### src/rtl/hbc_pkg.sv
package hbc_pkg;
   // ************************************************
   // register offsets (byte addresses in config space)
   // ************************************************
   localparam logic [7:0] OFF_REVISION_ID  = 8'h08;
   localparam logic [7:0] OFF_PROG_IF      = 8'h09;
   localparam logic [7:0] OFF_SUBCLASS     = 8'h0a;
   localparam logic [7:0] OFF_BASE_CLASS   = 8'h0b;
   localparam logic [7:0] OFF_BURST_LIMIT  = 8'h0d;
   localparam logic [7:0] OFF_HEADER_KIND  = 8'h0e;
   localparam logic [7:0] OFF_WINDOW_BASE  = 8'h10;
   // ************************************************
   // fixed values and reset values
   // ************************************************
   localparam logic [7:0]  PROG_IF_VALUE     = 8'h00;
   localparam logic [7:0]  SUBCLASS_VALUE    = 8'h00;
   localparam logic [7:0]  BASE_CLASS_VALUE  = 8'h06;
   localparam logic [7:0]  HEADER_KIND_VALUE = 8'h00;
   localparam logic [31:0] WINDOW_BASE_RESET = 32'h0000_0000;
   localparam logic [7:0]  BURST_LIMIT_RESET = 8'h20;
   // ************************************************
   // window field layout and legacy video region
   // ************************************************
   localparam int          WIN_BASE_LSB      = 20;
   localparam int          WIN_BASE_W        = 12;
   localparam logic [19:0] VIDEO_LOW         = 20'ha0000;
   localparam logic [19:0] VIDEO_HIGH        = 20'hbffff;
   // zero value of the timer stands for this many cycles
   localparam logic [8:0]  BURST_ZERO_CYCLES = 9'h100;
   // ************************************************
   // burst tracker states
   // ************************************************
   typedef enum logic [0:0] {
      HBC_IDLE  = 1'b0,
      HBC_BURST = 1'b1
   } hbc_burst_state_t;
endpackage

### src/rtl/hbc_cfg_if.sv
`timescale 1ns/1ps
interface hbc_cfg_if;
   logic [7:0]  burst_limit_timer;
   logic [11:0] window_base_high_bits;
   modport regs  (output burst_limit_timer, output window_base_high_bits);
   modport users (input burst_limit_timer, input window_base_high_bits);
endinterface

### src/rtl/hbc_burst_limiter.sv
`timescale 1ns/1ps
module hbc_burst_limiter
   import hbc_pkg::*;
(
   input  wire logic   clock,
   input  wire logic   rst,
   hbc_cfg_if.users    cfg,
   input  wire logic   burst_start,
   input  wire logic   burst_active,
   output logic        burst_expired
);
   hbc_burst_state_t state;
   hbc_burst_state_t next_state;
   logic [8:0]       count;
   logic [8:0]       next_count;
   logic [8:0]       limit;

   // ************************************************
   // cycle limit per burst
   // ************************************************
   // zero means 256
   assign limit = (cfg.burst_limit_timer == 8'h00) ? BURST_ZERO_CYCLES
                                                   : {1'b0, cfg.burst_limit_timer};

   always_comb
   begin
      next_state = state;
      next_count = count;
      case (state)
         HBC_IDLE:
         begin
            next_count = 9'h000;
            if (burst_start)
            begin
               next_state = HBC_BURST;
               next_count = 9'h001;
            end
         end
         HBC_BURST:
         begin
            if (!burst_active || burst_expired)
            begin
               next_state = HBC_IDLE;
               next_count = 9'h000;
            end
            else
               next_count = count + 9'h001;
         end
         default:
         begin
            next_state = HBC_IDLE;
            next_count = 9'h000;
         end
      endcase
   end

   always_ff @(posedge clock or posedge rst)
   begin
      if (rst)
      begin
         state <= HBC_IDLE;
         count <= 9'h000;
      end
      else
      begin
         state <= next_state;
         count <= next_count;
      end
   end

   assign burst_expired = (state == HBC_BURST) && (count >= limit);

   burst_bound_a: assert property (@(posedge clock) disable iff (rst)
      (state == HBC_BURST) |-> (count <= limit))
      else $error("burst ran past the latency limit");
endmodule

### src/rtl/hbc_window_decode.sv
`timescale 1ns/1ps
module hbc_window_decode
   import hbc_pkg::*;
(
   input  wire logic   clock,
   input  wire logic   rst,
   hbc_cfg_if.users    cfg,
   input  wire logic   smm_mem_enable,
   input  wire logic   smm_active,
   input  wire logic   sysmgmt_mem_visible,
   input  wire logic   mem_req,
   input  wire logic [31:0] mem_addr,
   output logic        window_claim,
   output logic [31:0] video_addr
);
   logic window_open;
   logic in_window;
   logic next_claim;
   logic [31:0] next_video;

   assign window_open = (smm_mem_enable && smm_active) || sysmgmt_mem_visible;
   assign in_window = (mem_addr[31:WIN_BASE_LSB] == cfg.window_base_high_bits)
                      && (mem_addr[19:0] >= VIDEO_LOW)
                      && (mem_addr[19:0] <= VIDEO_HIGH);

   always_comb
   begin
      next_claim = mem_req && window_open && in_window;
      next_video = next_claim ? {12'h000, mem_addr[19:0]} : video_addr;
   end

   always_ff @(posedge clock or posedge rst)
   begin
      if (rst)
      begin
         window_claim <= 1'b0;
         video_addr   <= 32'h0000_0000;
      end
      else
      begin
         window_claim <= next_claim;
         video_addr   <= next_video;
      end
   end

   window_gate_a: assert property (@(posedge clock) disable iff (rst)
      (mem_req && !window_open) |=> !window_claim)
      else $error("window claimed while closed");

   shadow_addr_a: assert property (@(posedge clock) disable iff (rst)
      window_claim |-> (video_addr >= 32'h000a0000 && video_addr <= 32'h000bffff))
      else $error("shadow address outside legacy video range");
endmodule

### src/rtl/hbc_host_bridge_config.sv
`timescale 1ns/1ps
module hbc_host_bridge_config
   import hbc_pkg::*;
#(
   parameter logic [7:0] REVISION_VALUE = 8'h01 // arbitrary value
)
(
   input  wire logic        clock,
   input  wire logic        rst,
   input  wire logic        cfg_read,
   input  wire logic        cfg_write,
   input  wire logic [7:0]  cfg_addr,
   input  wire logic [3:0]  cfg_byte_en,
   input  wire logic [31:0] cfg_wdata,
   output logic [31:0]      cfg_rdata,
   input  wire logic        smm_mem_enable,
   input  wire logic        smm_active,
   input  wire logic        sysmgmt_mem_visible,
   input  wire logic        mem_req,
   input  wire logic [31:0] mem_addr,
   output logic             window_claim,
   output logic [31:0]      video_addr,
   input  wire logic        burst_start,
   input  wire logic        burst_active,
   output logic             burst_expired
);
   hbc_cfg_if cfg_bus ();

   logic [7:0]  burst_limit_timer;
   logic [7:0]  next_burst_limit_timer;
   logic [11:0] window_base_high_bits;
   logic [11:0] next_window_base_high_bits;
   logic [31:0] next_rdata;
   logic [31:0] dword_08;
   logic [31:0] dword_0c;
   logic [31:0] dword_10;
   logic [2:0]  smm_sync;
   logic        window_open_sync;
   logic [7:0]  revision_value;
   logic [7:0]  prog_interface_field;
   logic [7:0]  subclass_field;
   logic [7:0]  base_class_field;
   logic [7:0]  header_kind_field;
   logic [15:0] window_align_bits;
   logic        window_prefetch_flag;
   logic [1:0]  window_addr_type;
   logic        window_space_flag;
   logic        smm_en_s1, smm_en_s2, smm_act_s1, smm_act_s2, vis_s1, vis_s2;

   // ************************************************
   // config dword images
   // ************************************************
   // revision from parameter
   assign revision_value       = REVISION_VALUE;
   assign prog_interface_field = PROG_IF_VALUE;
   assign subclass_field       = SUBCLASS_VALUE;
   assign base_class_field     = BASE_CLASS_VALUE;
   assign header_kind_field    = HEADER_KIND_VALUE;
   assign window_align_bits    = 16'h0000;
   assign window_prefetch_flag = 1'b0;
   assign window_addr_type     = 2'b00;
   assign window_space_flag    = 1'b0;
   assign dword_08 = {base_class_field, subclass_field, prog_interface_field, revision_value};
   assign dword_0c = {8'h00, header_kind_field, burst_limit_timer, 8'h00};
   assign dword_10 = {window_base_high_bits, window_align_bits, window_prefetch_flag,
                      window_addr_type, window_space_flag};

   // ************************************************
   // register writes and reads
   // ************************************************
   always_comb
   begin
      next_burst_limit_timer     = burst_limit_timer;
      next_window_base_high_bits = window_base_high_bits;
      next_rdata                 = cfg_rdata;
      if (cfg_write && cfg_addr[7:2] == OFF_BURST_LIMIT[7:2] && cfg_byte_en[1])
         next_burst_limit_timer = cfg_wdata[15:8];
      if (cfg_write && cfg_addr[7:2] == OFF_WINDOW_BASE[7:2])
      begin
         if (cfg_byte_en[2])
            next_window_base_high_bits[3:0] = cfg_wdata[23:20];
         if (cfg_byte_en[3])
            next_window_base_high_bits[11:4] = cfg_wdata[31:24];
      end
      if (cfg_read)
      begin
         case (cfg_addr[7:2])
            OFF_REVISION_ID[7:2]: next_rdata = dword_08;
            OFF_BURST_LIMIT[7:2]: next_rdata = dword_0c;
            OFF_WINDOW_BASE[7:2]: next_rdata = dword_10;
            default:              next_rdata = 32'h0000_0000;
         endcase
      end
   end

   always_ff @(posedge clock or posedge rst)
   begin
      if (rst)
      begin
         burst_limit_timer     <= BURST_LIMIT_RESET;
         window_base_high_bits <= WINDOW_BASE_RESET[31:20];
         cfg_rdata             <= 32'h0000_0000;
      end
      else
      begin
         burst_limit_timer     <= next_burst_limit_timer;
         window_base_high_bits <= next_window_base_high_bits;
         cfg_rdata             <= next_rdata;
      end
   end

   assign cfg_bus.burst_limit_timer     = burst_limit_timer;
   assign cfg_bus.window_base_high_bits = window_base_high_bits;

   // ************************************************
   // mode inputs from other logic, synchronised
   // ************************************************
   // sideband levels may come from a slower domain
   always_ff @(posedge clock or posedge rst)
   begin
      if (rst)
      begin
         smm_en_s1  <= 1'b0;
         smm_en_s2  <= 1'b0;
         smm_act_s1 <= 1'b0;
         smm_act_s2 <= 1'b0;
         vis_s1     <= 1'b0;
         vis_s2     <= 1'b0;
      end
      else
      begin
         smm_en_s1  <= smm_mem_enable;
         smm_en_s2  <= smm_en_s1;
         smm_act_s1 <= smm_active;
         smm_act_s2 <= smm_act_s1;
         vis_s1     <= sysmgmt_mem_visible;
         vis_s2     <= vis_s1;
      end
   end
   assign smm_sync = {smm_en_s2, smm_act_s2, vis_s2};
   // only for the checks: open window as the decoder sees it
   assign window_open_sync = (smm_sync[2] && smm_sync[1]) || smm_sync[0];

   // ************************************************
   // window decoder and burst limiter
   // ************************************************
   hbc_window_decode u_decode (
      .clock               (clock),
      .rst                 (rst),
      .cfg                 (cfg_bus.users),
      .smm_mem_enable      (smm_sync[2]),
      .smm_active          (smm_sync[1]),
      .sysmgmt_mem_visible (smm_sync[0]),
      .mem_req             (mem_req),
      .mem_addr            (mem_addr),
      .window_claim        (window_claim),
      .video_addr          (video_addr)
   );

   hbc_burst_limiter u_burst (
      .clock         (clock),
      .rst           (rst),
      .cfg           (cfg_bus.users),
      .burst_start   (burst_start),
      .burst_active  (burst_active),
      .burst_expired (burst_expired)
   );

   // ************************************************
   // checks
   // ************************************************
   // revision fixed
   rev_fixed_a: assert property (@(posedge clock) disable iff (rst)
      (cfg_read && cfg_addr[7:2] == 6'h02) |=> (cfg_rdata[7:0] == REVISION_VALUE))
      else $error("revision byte changed");
   class_code_a: assert property (@(posedge clock) disable iff (rst)
      (cfg_read && cfg_addr[7:2] == 6'h02) |=> (cfg_rdata[31:8] == 24'h060000))
      else $error("class bytes wrong");
   header_zero_a: assert property (@(posedge clock) disable iff (rst)
      (cfg_read && cfg_addr[7:2] == 6'h03) |=> (cfg_rdata[23:16] == 8'h00))
      else $error("header type nonzero");
   timer_write_a: assert property (@(posedge clock) disable iff (rst)
      (cfg_write && cfg_addr[7:2] == 6'h03 && cfg_byte_en[1])
      |=> (burst_limit_timer == $past(cfg_wdata[15:8])))
      else $error("latency timer not written");
   window_low_a: assert property (@(posedge clock) disable iff (rst)
      (cfg_read && cfg_addr[7:2] == 6'h04) |=> (cfg_rdata[19:0] == 20'h00000))
      else $error("window low bits nonzero");
   window_write_a: assert property (@(posedge clock) disable iff (rst)
      (cfg_write && cfg_addr[7:2] == 6'h04 && (&cfg_byte_en))
      |=> (window_base_high_bits == $past(cfg_wdata[31:20])))
      else $error("window base not written");

   // ************************************************
   // checks on fields, window and burst
   // ************************************************
   // interface byte zero
   prog_if_zero_a: assert property (@(posedge clock) disable iff (rst)
      (cfg_read && cfg_addr[7:2] == 6'h02) |=> (cfg_rdata[15:8] == 8'h00))
      else $error("programming interface byte nonzero");

   subclass_zero_a: assert property (@(posedge clock) disable iff (rst)
      (cfg_read && cfg_addr[7:2] == 6'h02) |=> (cfg_rdata[23:16] == 8'h00))
      else $error("subclass byte nonzero");

   timer_read_a: assert property (@(posedge clock) disable iff (rst)
      (cfg_read && cfg_addr[7:2] == 6'h03) |=> (cfg_rdata[15:8] == $past(burst_limit_timer)))
      else $error("latency timer read wrong");

   timer_hold_a: assert property (@(posedge clock) disable iff (rst)
      !(cfg_write && cfg_addr[7:2] == 6'h03 && cfg_byte_en[1]) |=> $stable(burst_limit_timer))
      else $error("latency timer changed without write");

   base_read_a: assert property (@(posedge clock) disable iff (rst)
      (cfg_read && cfg_addr[7:2] == 6'h04)
      |=> (cfg_rdata[31:20] == $past(window_base_high_bits)))
      else $error("window base read wrong");

   base_upper_a: assert property (@(posedge clock) disable iff (rst)
      (cfg_write && cfg_addr[7:2] == 6'h04 && cfg_byte_en[3])
      |=> (window_base_high_bits[11:4] == $past(cfg_wdata[31:24])))
      else $error("window base upper lane not written");

   base_lower_a: assert property (@(posedge clock) disable iff (rst)
      (cfg_write && cfg_addr[7:2] == 6'h04 && cfg_byte_en[2])
      |=> (window_base_high_bits[3:0] == $past(cfg_wdata[23:20])))
      else $error("window base low nibble not written");

   base_hold_a: assert property (@(posedge clock) disable iff (rst)
      !(cfg_write && cfg_addr[7:2] == 6'h04) |=> $stable(window_base_high_bits))
      else $error("window base changed without write");

   prefetch_zero_a: assert property (@(posedge clock) disable iff (rst)
      (cfg_read && cfg_addr[7:2] == 6'h04) |=> (cfg_rdata[3] == 1'b0))
      else $error("window prefetch bit set");

   addr_type_a: assert property (@(posedge clock) disable iff (rst)
      (cfg_read && cfg_addr[7:2] == 6'h04) |=> (cfg_rdata[2:1] == 2'b00))
      else $error("window address type nonzero");

   space_flag_a: assert property (@(posedge clock) disable iff (rst)
      (cfg_read && cfg_addr[7:2] == 6'h04) |=> (cfg_rdata[0] == 1'b0))
      else $error("window space bit set");

   // unmapped dwords read zero
   unmapped_zero_a: assert property (@(posedge clock) disable iff (rst)
      (cfg_read && (cfg_addr[7:2] < 6'h02 || cfg_addr[7:2] > 6'h04))
      |=> (cfg_rdata == 32'h0000_0000))
      else $error("unmapped read nonzero");

   // read data stands until next read
   rdata_hold_a: assert property (@(posedge clock) disable iff (rst)
      !cfg_read |=> $stable(cfg_rdata))
      else $error("read data changed without read");

   claim_open_a: assert property (@(posedge clock) disable iff (rst)
      window_claim |-> $past(window_open_sync))
      else $error("claim while window closed");

   claim_request_a: assert property (@(posedge clock) disable iff (rst)
      window_claim |-> $past(mem_req))
      else $error("claim without request");

   claim_base_a: assert property (@(posedge clock) disable iff (rst)
      window_claim |-> ($past(mem_addr[31:20]) == $past(window_base_high_bits)))
      else $error("claim outside window base");

   claim_offset_a: assert property (@(posedge clock) disable iff (rst)
      window_claim |-> (video_addr[19:0] == $past(mem_addr[19:0])))
      else $error("shadow offset wrong");

   expire_pulse_a: assert property (@(posedge clock) disable iff (rst)
      burst_expired |=> !burst_expired)
      else $error("burst expiry held too long");
endmodule

### config.mk
export PLATFORM = sky130hd
export DESIGN_NAME = hbc_host_bridge_config
export DESIGN_NICKNAME = d
export VERILOG_FILES = /design/src/rtl/hbc_pkg.sv /design/src/rtl/hbc_cfg_if.sv /design/src/rtl/hbc_burst_limiter.sv /design/src/rtl/hbc_window_decode.sv /design/src/rtl/hbc_host_bridge_config.sv
export SDC_FILE = /design/constraint.sdc
export NUM_CORES = 1
export LEC_CHECK = 0
export BUFFER_PORTS_ARGS = -buffer_cell sky130_fd_sc_hd__buf_2
export CAP_MARGIN = 25
export CORE_ASPECT_RATIO = 1.25
export CORE_MARGIN = 2
export CORE_UTILIZATION = 43
export CTS_CLUSTER_DIAMETER = 150
export DETAILED_ROUTE_END_ITERATION = 6
export GPL_ROUTABILITY_DRIVEN = 0
export HOLD_SLACK_MARGIN = 0.03
export PLACE_DENSITY_LB_ADDON = 0.08
export REMOVE_ABC_BUFFERS = 1
export SYNTH_ARGS = -nofsm -noshare
export SYNTH_HDL_FRONTEND = slang
export SYNTH_SLANG_ARGS = --single-unit
### constraint.sdc
create_clock -name clock -period 2.3 [get_ports clock]
set_input_delay 0.23 -clock clock [delete_from_list [all_inputs] [get_ports clock]]
set_output_delay 0.23 -clock clock [all_outputs]
set_load 0.05 [all_outputs]
Word-level counts from Yosys, hierarchy flattened
Cells that the tools add are included.

$lt $le $gt $ge: 3. Multiplexer cells: 8. Equal/unequal tests: 4. Reduce and logical (&&, ||, !) cells: 15. Add/subtract/negate cells: 1. Bitwise operators: 1.

Operators with widths (number): 32-bit case mux with 3 select lines (1); 20-bit >= comparator, second input constant (1); 20-bit <= comparator, second input constant (1); 9-bit 2-to-1 mux (2); 9-bit case mux with 2 select lines (1); 12-bit == test (1); 6-bit by 2-bit == test with 1-bit output, second input constant (2); 9-bit by 1-bit adder with 9-bit output, second input constant (1); 9-bit >= comparator (1); 1-bit logical AND (9); 8-bit logical NOT (1); 6-bit by 3-bit == test with 1-bit output, second input constant (1); 2-bit AND reduction (2); 1-bit 2-to-1 mux (3); 1-bit logical OR (2); 1-bit case mux with 2 select lines (1); 1-bit logical NOT (1); 1-bit inverter (1).

Logic and storage cells: 46. Register bits: 89. Bits of input ports: 86. Output and inout bits: 66.

Depth between registers and ports, before layout
Gate-level depths: netlist (run 1).

Depth in word-level cells: 7. Gate-level depth with buffers: 8. Mapped depth without buffers: 7.

Hierarchy
A second synthesis (run 1) with hierarchy kept.

Cells, all modules: 309. Area total of the unflattened synthesis: 3656.0 um^2.

By module, submodules not included: hbc_host_bridge_config (instances 1, cells each 159, area each 1900.6 um^2, sequential area each 1177.4 um^2); hbc_window_decode (instances 1, cells each 79, area each 1029.7 um^2, sequential area each 525.5 um^2); hbc_burst_limiter (instances 1, cells each 71, area each 725.7 um^2, sequential area each 250.2 um^2).

Least setup slack after synthesis (run 1)
OpenSTA, ideal clock, no wires.

Path type: reg2out. Start: register burst_limit_timer[2]. End: output burst_expired. Path buffers: 1. Slack: -35 ps. Stages on the path, launching flop included: 9. Required time: 2070 ps. Data arrival time: 2105 ps. Cell sequence: dfrtp_1 nor4_1 nand2_1 ha_1 nand4_1 nor2_1 o2bb2ai_1 clkbuf_1 o21a_1.

Cells in the longest elaborated chain, start to end: 4.

RTL lines: start, declared (RTL line hbc_host_bridge_config.sv:29) `logic [7:0] burst_limit_timer;`; start signal, assigned (RTL line hbc_host_bridge_config.sv:106) `burst_limit_timer <= next_burst_limit_timer;`; 8-bit logical NOT (RTL line hbc_burst_limiter.sv:22) `assign limit = (cfg.burst_limit_timer == 8'h00) ? BURST_ZERO_CYCLES`; 9-bit 2-to-1 mux * (RTL line hbc_burst_limiter.sv:22); 9-bit >= comparator * (RTL line hbc_burst_limiter.sv:71) `assign burst_expired = (state == HBC_BURST) && (count >= limit);`; 1-bit logical AND * (RTL line hbc_burst_limiter.sv:71); end, declared (RTL line hbc_host_bridge_config.sv:25) `output logic burst_expired`.

Every way passes the cells marked *; elsewhere a longest branch is shown, timed or not.

Worst setup path after layout (run 1)
Start: register burst_limit_timer[4]. End: output burst_expired.

Same word-level chain as after synthesis.

==> flow_summary_export.csv, run 1 <==
group,metric,value,unit
sta,setup_viol,1,
layout,antenna_cells,0,
clocking,root_buffer,"clkbuf_8",
sta,grt_setup_unrepaired,"true",
synthesis,yosys.area.top_type_share,53.1,%
hold_path,min_path_cells,3,
power_and_ir_drop,clkPwrFrac,37.3,%
place,io_buffers,113,
synthesis,synth_warnings,0,
worst_setup_path,crit_cells,8,
drt,wl,7570,µm
hold_path,whs_endpoint,"u_burst.count[0]",
flow_run,maxCapViolCount,0,
place,pre_cts_slack,0.141,ns
grt,grt.total_usage,17.4,%
synthesis,syn-cell-area,0.00363,mm²
floorplanning,initial_core_util,44.3,%
clocking,numCtsBuffers,9,
layout,layout-drive-gt1-share,42.2,%
synthesis,synth_top_cell_by_area,"dfrtp_1",
worst_setup_path,slowest_delay,0.39,ns
worst_setup_path,worstPathCellList,"nor4_2 -> nand2_1 -> ha_4 -> nand4_1 -> nor2_1 -> o2bb2ai_2 -> o21a_1 -> buf_6",
layout,instances_no_fill,545,
power_and_ir_drop,ir_drop,340,µV
sta,fmax,0.421,GHz
sta,skew,0.0126,ns
run_status,status,"finished, violations left",
run_status,violations,"setup timing",
grt,grt_pass1_wl,12300,µm
synthesis,yosysSeqAreaShare,53.8,%
worst_setup_path,crit_path_end_kind,"primary output",
sta,finalHoldViolations,0,
power_and_ir_drop,cellPowerDensity,669,mW/mm²
clocking,htreeDepth,3,
drt,drtIter0Drc,94,
sta,slew_headroom,48.2,%
drt,dr.pass1.iters,4,
floorplanning,design.core.area,0.00819,mm²
floorplanning,die_h,107,µm
sta,setup_slack,-0.0731,ns
clocking,tritoncts,"done",
power_and_ir_drop,leakage,0.00240,µW
grt,grt-ovfl-total,0,
floorplanning,dieArea,0.00919,mm²
sta,min_period,2.37,ns
drt,wl_per_cell,13.9,µm
grt,antenna_found_initial,0,
worst_setup_path,cp.buffers_inverters,1,
sta,drv_slew,0,
drt,antenna_left,0,
synthesis,synth_area_leaders,"dfrtp_1 (53%), mux2_2 (12%), buf_4 (4.8%)",
floorplanning,placementRows,37,
worst_setup_path,timing.rr.start,"burst_limit_timer[4]",
hold_path,min_from,"burst_start",
clocking,clk_pin_slew,0.08,ns
synthesis,synth_cell_type_count,36,
place,dp_hpwl,5600,µm
layout,multi_input_area,0.00144,mm²
worst_setup_path,critical_path.max_fanout,3,
sta,finalCritPeriodShare,103,%
power_and_ir_drop,power.share.combinational,14.7,%
floorplanning,io_pins,152,
synthesis,synth.ff_latch_count,78,
grt,first_global_vias,2595,
layout,regArea,0.00195,mm²
worst_setup_path,r2r_cells,7,
worst_setup_path,critPathKind,"reg -> out",
hold_path,min_path_type,"in -> reg",
worst_setup_path,slowest_stage,"dfrtp_1",
worst_setup_path,r2r_setup_slack,0.26,ns
clocking,cts.sinks,78,
layout,fillers,769,
power_and_ir_drop,p_seq_share,48.0,%
worst_setup_path,critPathLaunchType,"flip-flop",
layout,nets,540,
sta,tightest_slew,0.777,ns
worst_setup_path,required,2.07,ns
synthesis,synthCells,316,
power_and_ir_drop,switching_share,26.8,%
place,dp_cells,522,
drt,vias_per_cell,4.83,
synthesis,syn-mean-instance-area,11.5,µm²
worst_setup_path,worst_ep_arrival_time,2.14,ns
grt,grt_max_degree,45,
worst_setup_path,path_delay_family,"simple AND/OR/NAND/NOR gates",
drt,vias,2635,
layout,area_delta_synth_final,25.3,%
worst_setup_path,rr_endpoint,"u_burst.count[0]",
clocking,clk_latency,0.35,ns
clocking,clockBufferDepth,2,
power_and_ir_drop,p_int,2230,µW
power_and_ir_drop,power_switching,813,µW
drt,drc,0,
floorplanning,die_x,86.2,µm
per-stage QoR:
step | setup TNS [ns] | utilization [%] | hold WS, ns | total power, µW | instance area (µm²)
floorplan | -0.0450 | - | 0.261 | 1750 | 3470
global placement | 0 | 51.5 | 0.339 | 1890 | 4220
detailed placement | 0 | 51.5 | 0.343 | 1900 | 4220
CTS | -0.0966 | 55.3 | 0.0893 | 3070 | 4530
global route | -0.220 | 55.5 | 0.0945 | 3190 | 4540
finish | -0.0731 | 55.5 | 0.107 | 3040 | 4540
power groups by stage:
stage	sequential, µW	clock [µW]	combinational [µW]
after floorplan	1480	0	265
after CTS	1460	1160	448
after global routing	1470	1230	497
after detailed placement	1490	0	414
final	1460	1130	446
after global placement	1480	0	406
area by class of cell:
cell class | instances | share of cell area (%)
clock buffers | 10 | 3.03
well taps | 97 | 2.67
clock inverters | 5 | 1.79
flip-flops and latches | 78 | 43.0
multi-input cells | 199 | 31.7
repair buffers | 127 | 15.4
inverters | 29 | 2.42
worst max-delay path by stage:
stage                                     from             to  slack [ns]
after floorplan           burst_limit_timer[2]  burst_expired       -0.05
after global placement    burst_limit_timer[0]  burst_expired        0.17
after detailed placement  burst_limit_timer[0]  burst_expired        0.14
after CTS                 burst_limit_timer[1]  burst_expired        -0.1
after global routing      burst_limit_timer[4]  burst_expired       -0.22
final                     burst_limit_timer[4]  burst_expired       -0.07
worst min-delay path: cells and delay by family:
| family | cells | cell delay [ns] |
|---|---|---|
| AO/OA/AOI/OAI | 1 | 0.06 |
| buffers and inverters | 1 | 0.08 |
| AND/OR/NAND/NOR | 1 | 0.06 |
cells in the mapped netlist, drive strengths merged:
| master | n |
|---|---|
| and3 | 3 |
| nand4b | 2 |
| dfstp | 1 |
| buf | 29 |
| nand4 | 3 |
| and4 | 1 |
| o2bb2ai | 1 |
| o31ai | 1 |
| and4b | 1 |
| xor2 | 11 |
| dfrtp | 77 |
| nor3b | 1 |
| o21ai | 21 |
| o21a | 2 |
| xnor2 | 8 |
| clkbuf | 3 |
| or2 | 2 |
| nor4 | 7 |
| nand2b | 1 |
| mux2 | 39 |
| conb | 1 |
| nor2b | 4 |
| nand2 | 18 |
| nand3 | 14 |
| a21oi | 7 |
| nor3 | 10 |
| inv | 29 |
| or2b | 1 |
| ha | 10 |
| nor2 | 8 |
metal layers:
layer  global-route usage [%]  vias to the layer above  share of wire (%)
met5                        0                        -                  0
met4                     7.94                        0                2.4
met3                     4.31                       16                5.3
met2                     27.0                       89                 49
met1                     22.8                     1261                 43
li1                         -                     1269                  -
placed cells by master (no fill, tap or decap), drive strengths merged, types with 3 or more instances in the layout:
master	Yosys	routed
mux2	39	39
inv	29	29
nor4	7	7
nor3	10	10
nand2	18	18
nand4	3	3
conb	1	23
nor2b	4	4
a21oi	7	7
ha	10	10
xnor2	8	8
nand3	14	14
o21ai	21	21
buf	29	123
nor2	8	8
and3	3	3
clkbuf	3	10
dfrtp	77	77
dlygate4sd3	0	4
xor2	11	11
flip-flops by register name, indices dropped and copies added (netlist names):
signal,count
cfg_bus.window_base_high_bits,12
vis_s2,1
smm_act_s2,1
u_decode.video_addr,20
vis_s1,1
smm_en_s2,1
u_burst.count,9
cfg_rdata,21
burst_limit_timer,8
smm_en_s1,1
smm_act_s1,1
u_decode.window_claim,1
u_burst.state,1
logic make-up after synthesis:
| kind of cell | after synthesis | share of synthesized area [%] |
|---|---|---|
| buf+inv | 61 | 9.55 |
| compound gates | 32 | 4.73 |
| xor+xnor | 19 | 4.59 |
| flops | 78 | 53.8 |
| other cells | 1 | 0.103 |
| mux | 39 | 12.1 |
| fa+ha+maj | 10 | 3.45 |
| simple gates | 76 | 11.6 |
repair_timing:
action / CTS / global route
setup buffers: 3 / 1
resized for setup: 5 / 1
endpoints found under the setup margin: 1 / 1
pin swaps: 6 / 1
hold endpoints to repair: 43 / 0
hold buffers: 4 / 0
No activity file was read; power rests on OpenSTA's default activity.
==> run 2, diff against run 1 <==
- SYNTH_HIERARCHICAL: default -> 1
==> run 2 against run 1 <==
  * The flow still finishes with violations (setup timing)
  * Non-clock buffer count is 1 lower
  * Utilization is 0.11 points higher
  * Power is 0.24% higher
  * Wire length is 0.86% higher
  * Combinational power is 7.6% higher
  * Flip-flop and latch count stayed put
==> flow_summary_export.csv, run 2 <==
group,metric,value,unit
sta,finalHoldViolations,0,
worst_setup_path,critPathKind,"reg -> out",
synthesis,synth_area_leaders,"dfrtp_1 (53%), mux2_2 (11%), buf_4 (5.1%)",
layout,antenna_cells,0,
synthesis,async_flop_share,100,%
clocking,cts.sinks,78,
power_and_ir_drop,leakage,0.00239,µW
floorplanning,io_pins,152,
place,io_buffers,113,
synthesis,syn-mean-instance-area,11.8,µm²
sta,setup_viol,1,
drt,wl,7630,µm
layout,area_delta_synth_final,25.3,%
grt,antenna_found_initial,0,
synthesis,yosysSeqAreaShare,53.4,%
sta,tightest_slew,0.796,ns
synthesis,synth_common_cells,"dfrtp_1 (77), mux2_2 (37), inv_1 (34)",
layout,layout-drive-gt1-share,43.5,%
floorplanning,design.core.area,0.00824,mm²
layout,final_common_cell,"buf_2",
clocking,clockBufferDepth,2,
sta,setup_slack,-0.230,ns
power_and_ir_drop,ir_drop,465,µV
layout,largest_registers,"cfg_rdata: 21 flops, u_decode/video_addr: 20 flops, cfg_bus.window_base_high_bits: 12 flops",
floorplanning,initial_core_util,44.4,%
floorplanning,die_h,107,µm
drt,vias,2541,
floorplanning,placementRows,37,
flow_run,maxCapViolCount,0,
grt,grt-ovfl-total,0,
floorplanning,dieArea,0.00926,mm²
power_and_ir_drop,cellPowerDensity,665,mW/mm²
drt,wl_per_cell,14.2,µm
sta,fmax,0.395,GHz
worst_setup_path,critical_path.max_fanout,3,
synthesis,syn-cell-area,0.00366,mm²
worst_setup_path,required,2.07,ns
hold_path,min_path_type,"in -> reg",
synthesis,synth.most_common_cell,"dfrtp_1",
power_and_ir_drop,power.total,3050,µW
sta,slew_headroom,46.9,%
layout,regMostFlops,"cfg_rdata",
sta,min_period,2.53,ns
grt,grt_pass1_wl,11900,µm
drt,vias_per_cell,4.72,
place,dp_hpwl,5690,µm
clocking,clk_pin_slew,0.08,ns
clocking,tritoncts,"done",
clocking,htreeDepth,3,
grt,first_global_vias,2417,
synthesis,synth_cell_type_count,39,
grt,grt_max_degree,41,
synthesis,ys.flop_type,"dfrtp_1",
synthesis,synth_top_cell_by_area,"dfrtp_1",
drt,drtIter0Drc,130,
clocking,numCtsBuffers,9,
clocking,clk_latency,0.34,ns
drt,antenna_left,0,
drt,dr.pass1.iters,4,
synthesis,synthCells,309,
layout,nets,532,
synthesis,synth_edf_count,0,
worst_setup_path,critPathLaunchType,"flip-flop",
layout,layout_common_cells,"buf_2 (112), dfrtp_1 (77), mux2_2 (37)",
layout,final_util,55.6,%
synthesis,yosys.area.top_type_share,52.7,%
run_status,status,"finished, violations left",
synthesis,synth.ff_latch_count,78,
sta,finalCritPeriodShare,110,%
sta,grt_setup_unrepaired,"true",
worst_setup_path,crit_path_end_kind,"primary output",
worst_setup_path,worst_ep_arrival_time,2.30,ns
place,pre_cts_slack,0.0766,ns
sta,skew,0.00898,ns
sta,tns,-0.230,ns
synthesis,synth_warnings,6,
run_status,violations,"setup timing",
clocking,root_buffer,"clkbuf_8",
floorplanning,die_x,86.5,µm
drt,drc,0,
sta,drv_slew,0,
layout,largest_reg_flops,21,
grt,grt.total_usage,16.7,%
==> run 2: worst paths after layout <==
check                      slack, ns  cells past startpoint                     end                 start
max in group asynchronous       1.19                      3  u_decode/video_addr[4]                   rst
max                            -0.23                      8           burst_expired  burst_limit_timer[4]
min                             0.11                      2  u_decode/video_addr[2]           mem_addr[2]
min reg2reg                     0.35                      0                  vis_s2                vis_s1
min in group asynchronous       0.44                      3        u_burst/count[7]                   rst
max reg2reg                     0.15                      8        u_burst/count[7]  burst_limit_timer[4]
==> run 2: final cells by class <==
class                           instances  area, µm²
Multi-Input combinational cell        187       1460
Timing Repair Buffer                  126        701
Sequential cell                        78       1950
Inverter                               34        128
Tap cell                               97        121
Clock inverter                          6       86.3
Fill cell                             763       3660
Clock buffer                           10        128
==> run 2: worst max-delay path, stage by stage, from the launching register on <==
cell and delay [ns]:
dfrtp_1 0.40, nor4_2 0.29, nand2_1 0.13, ha_4 0.23, and3_4 0.16, a221oi_4 0.33
inv_1 0.07, o21a_1 0.20, buf_12 0.15
==> run 2: power by group <==
| part | switching (µW) | total, µW | internal (µW) |
|---|---|---|---|
| sequential | 43.5 | 1460 | 1420 |
| clock | 495 | 1100 | 610 |
| combinational | 285 | 480 | 195 |
==> run 2: what timing repair did <==
action | in CTS | in global routing
setup buffers | 2 | 1
resized for setup | 2 | 1
hold buffers | 4 | 0
hold endpoints to repair | 36 | 0
endpoints found under the setup margin | 1 | 1
pin swaps | 1 | 3
==> run 2: routing by layer <==
layer | routed length (µm) | up-vias | global-route usage (%) | part of all wire, %
met5 | 0 | - | 0 | 0
met3 | 355 | 10 | 4.23 | 4.7
met1 | 3210 | 1211 | 21.1 | 42
met2 | 3940 | 64 | 27.6 | 52
li1 | - | 1256 | - | -
met4 | 125 | 0 | 5.80 | 1.6
==> run 2: logic make-up (layout without fill, tap and decap cells) <==
family                   count (synthesis)  count (layout)  share of synthesized area [%]
AND/OR/NAND/NOR                         65              65                           10.8
flip-flops                              78              78                           53.4
other                                    2              23                          0.205
adder cells (fa/ha/maj)                 10              10                           3.42
multiplexers                            37              37                           11.4
buffers and inverters                   65             176                           9.65
AO/OA/AOI/OAI                           33              33                           6.50
XOR/XNOR                                19              19                           4.55
==> run 2: metrics by stage <==
step | hold slack, ns | cell area [µm²] | cells
4_1_cts | 0.0944 | 4560 | 537
2_1_floorplan | 0.0702 | 3510 | 299
5_1_grt | 0.0963 | 4580 | 538
3_3_place_gp | 0.241 | 4280 | 515
6_report | 0.114 | 4580 | 538
3_5_place_dp | 0.249 | 4280 | 515
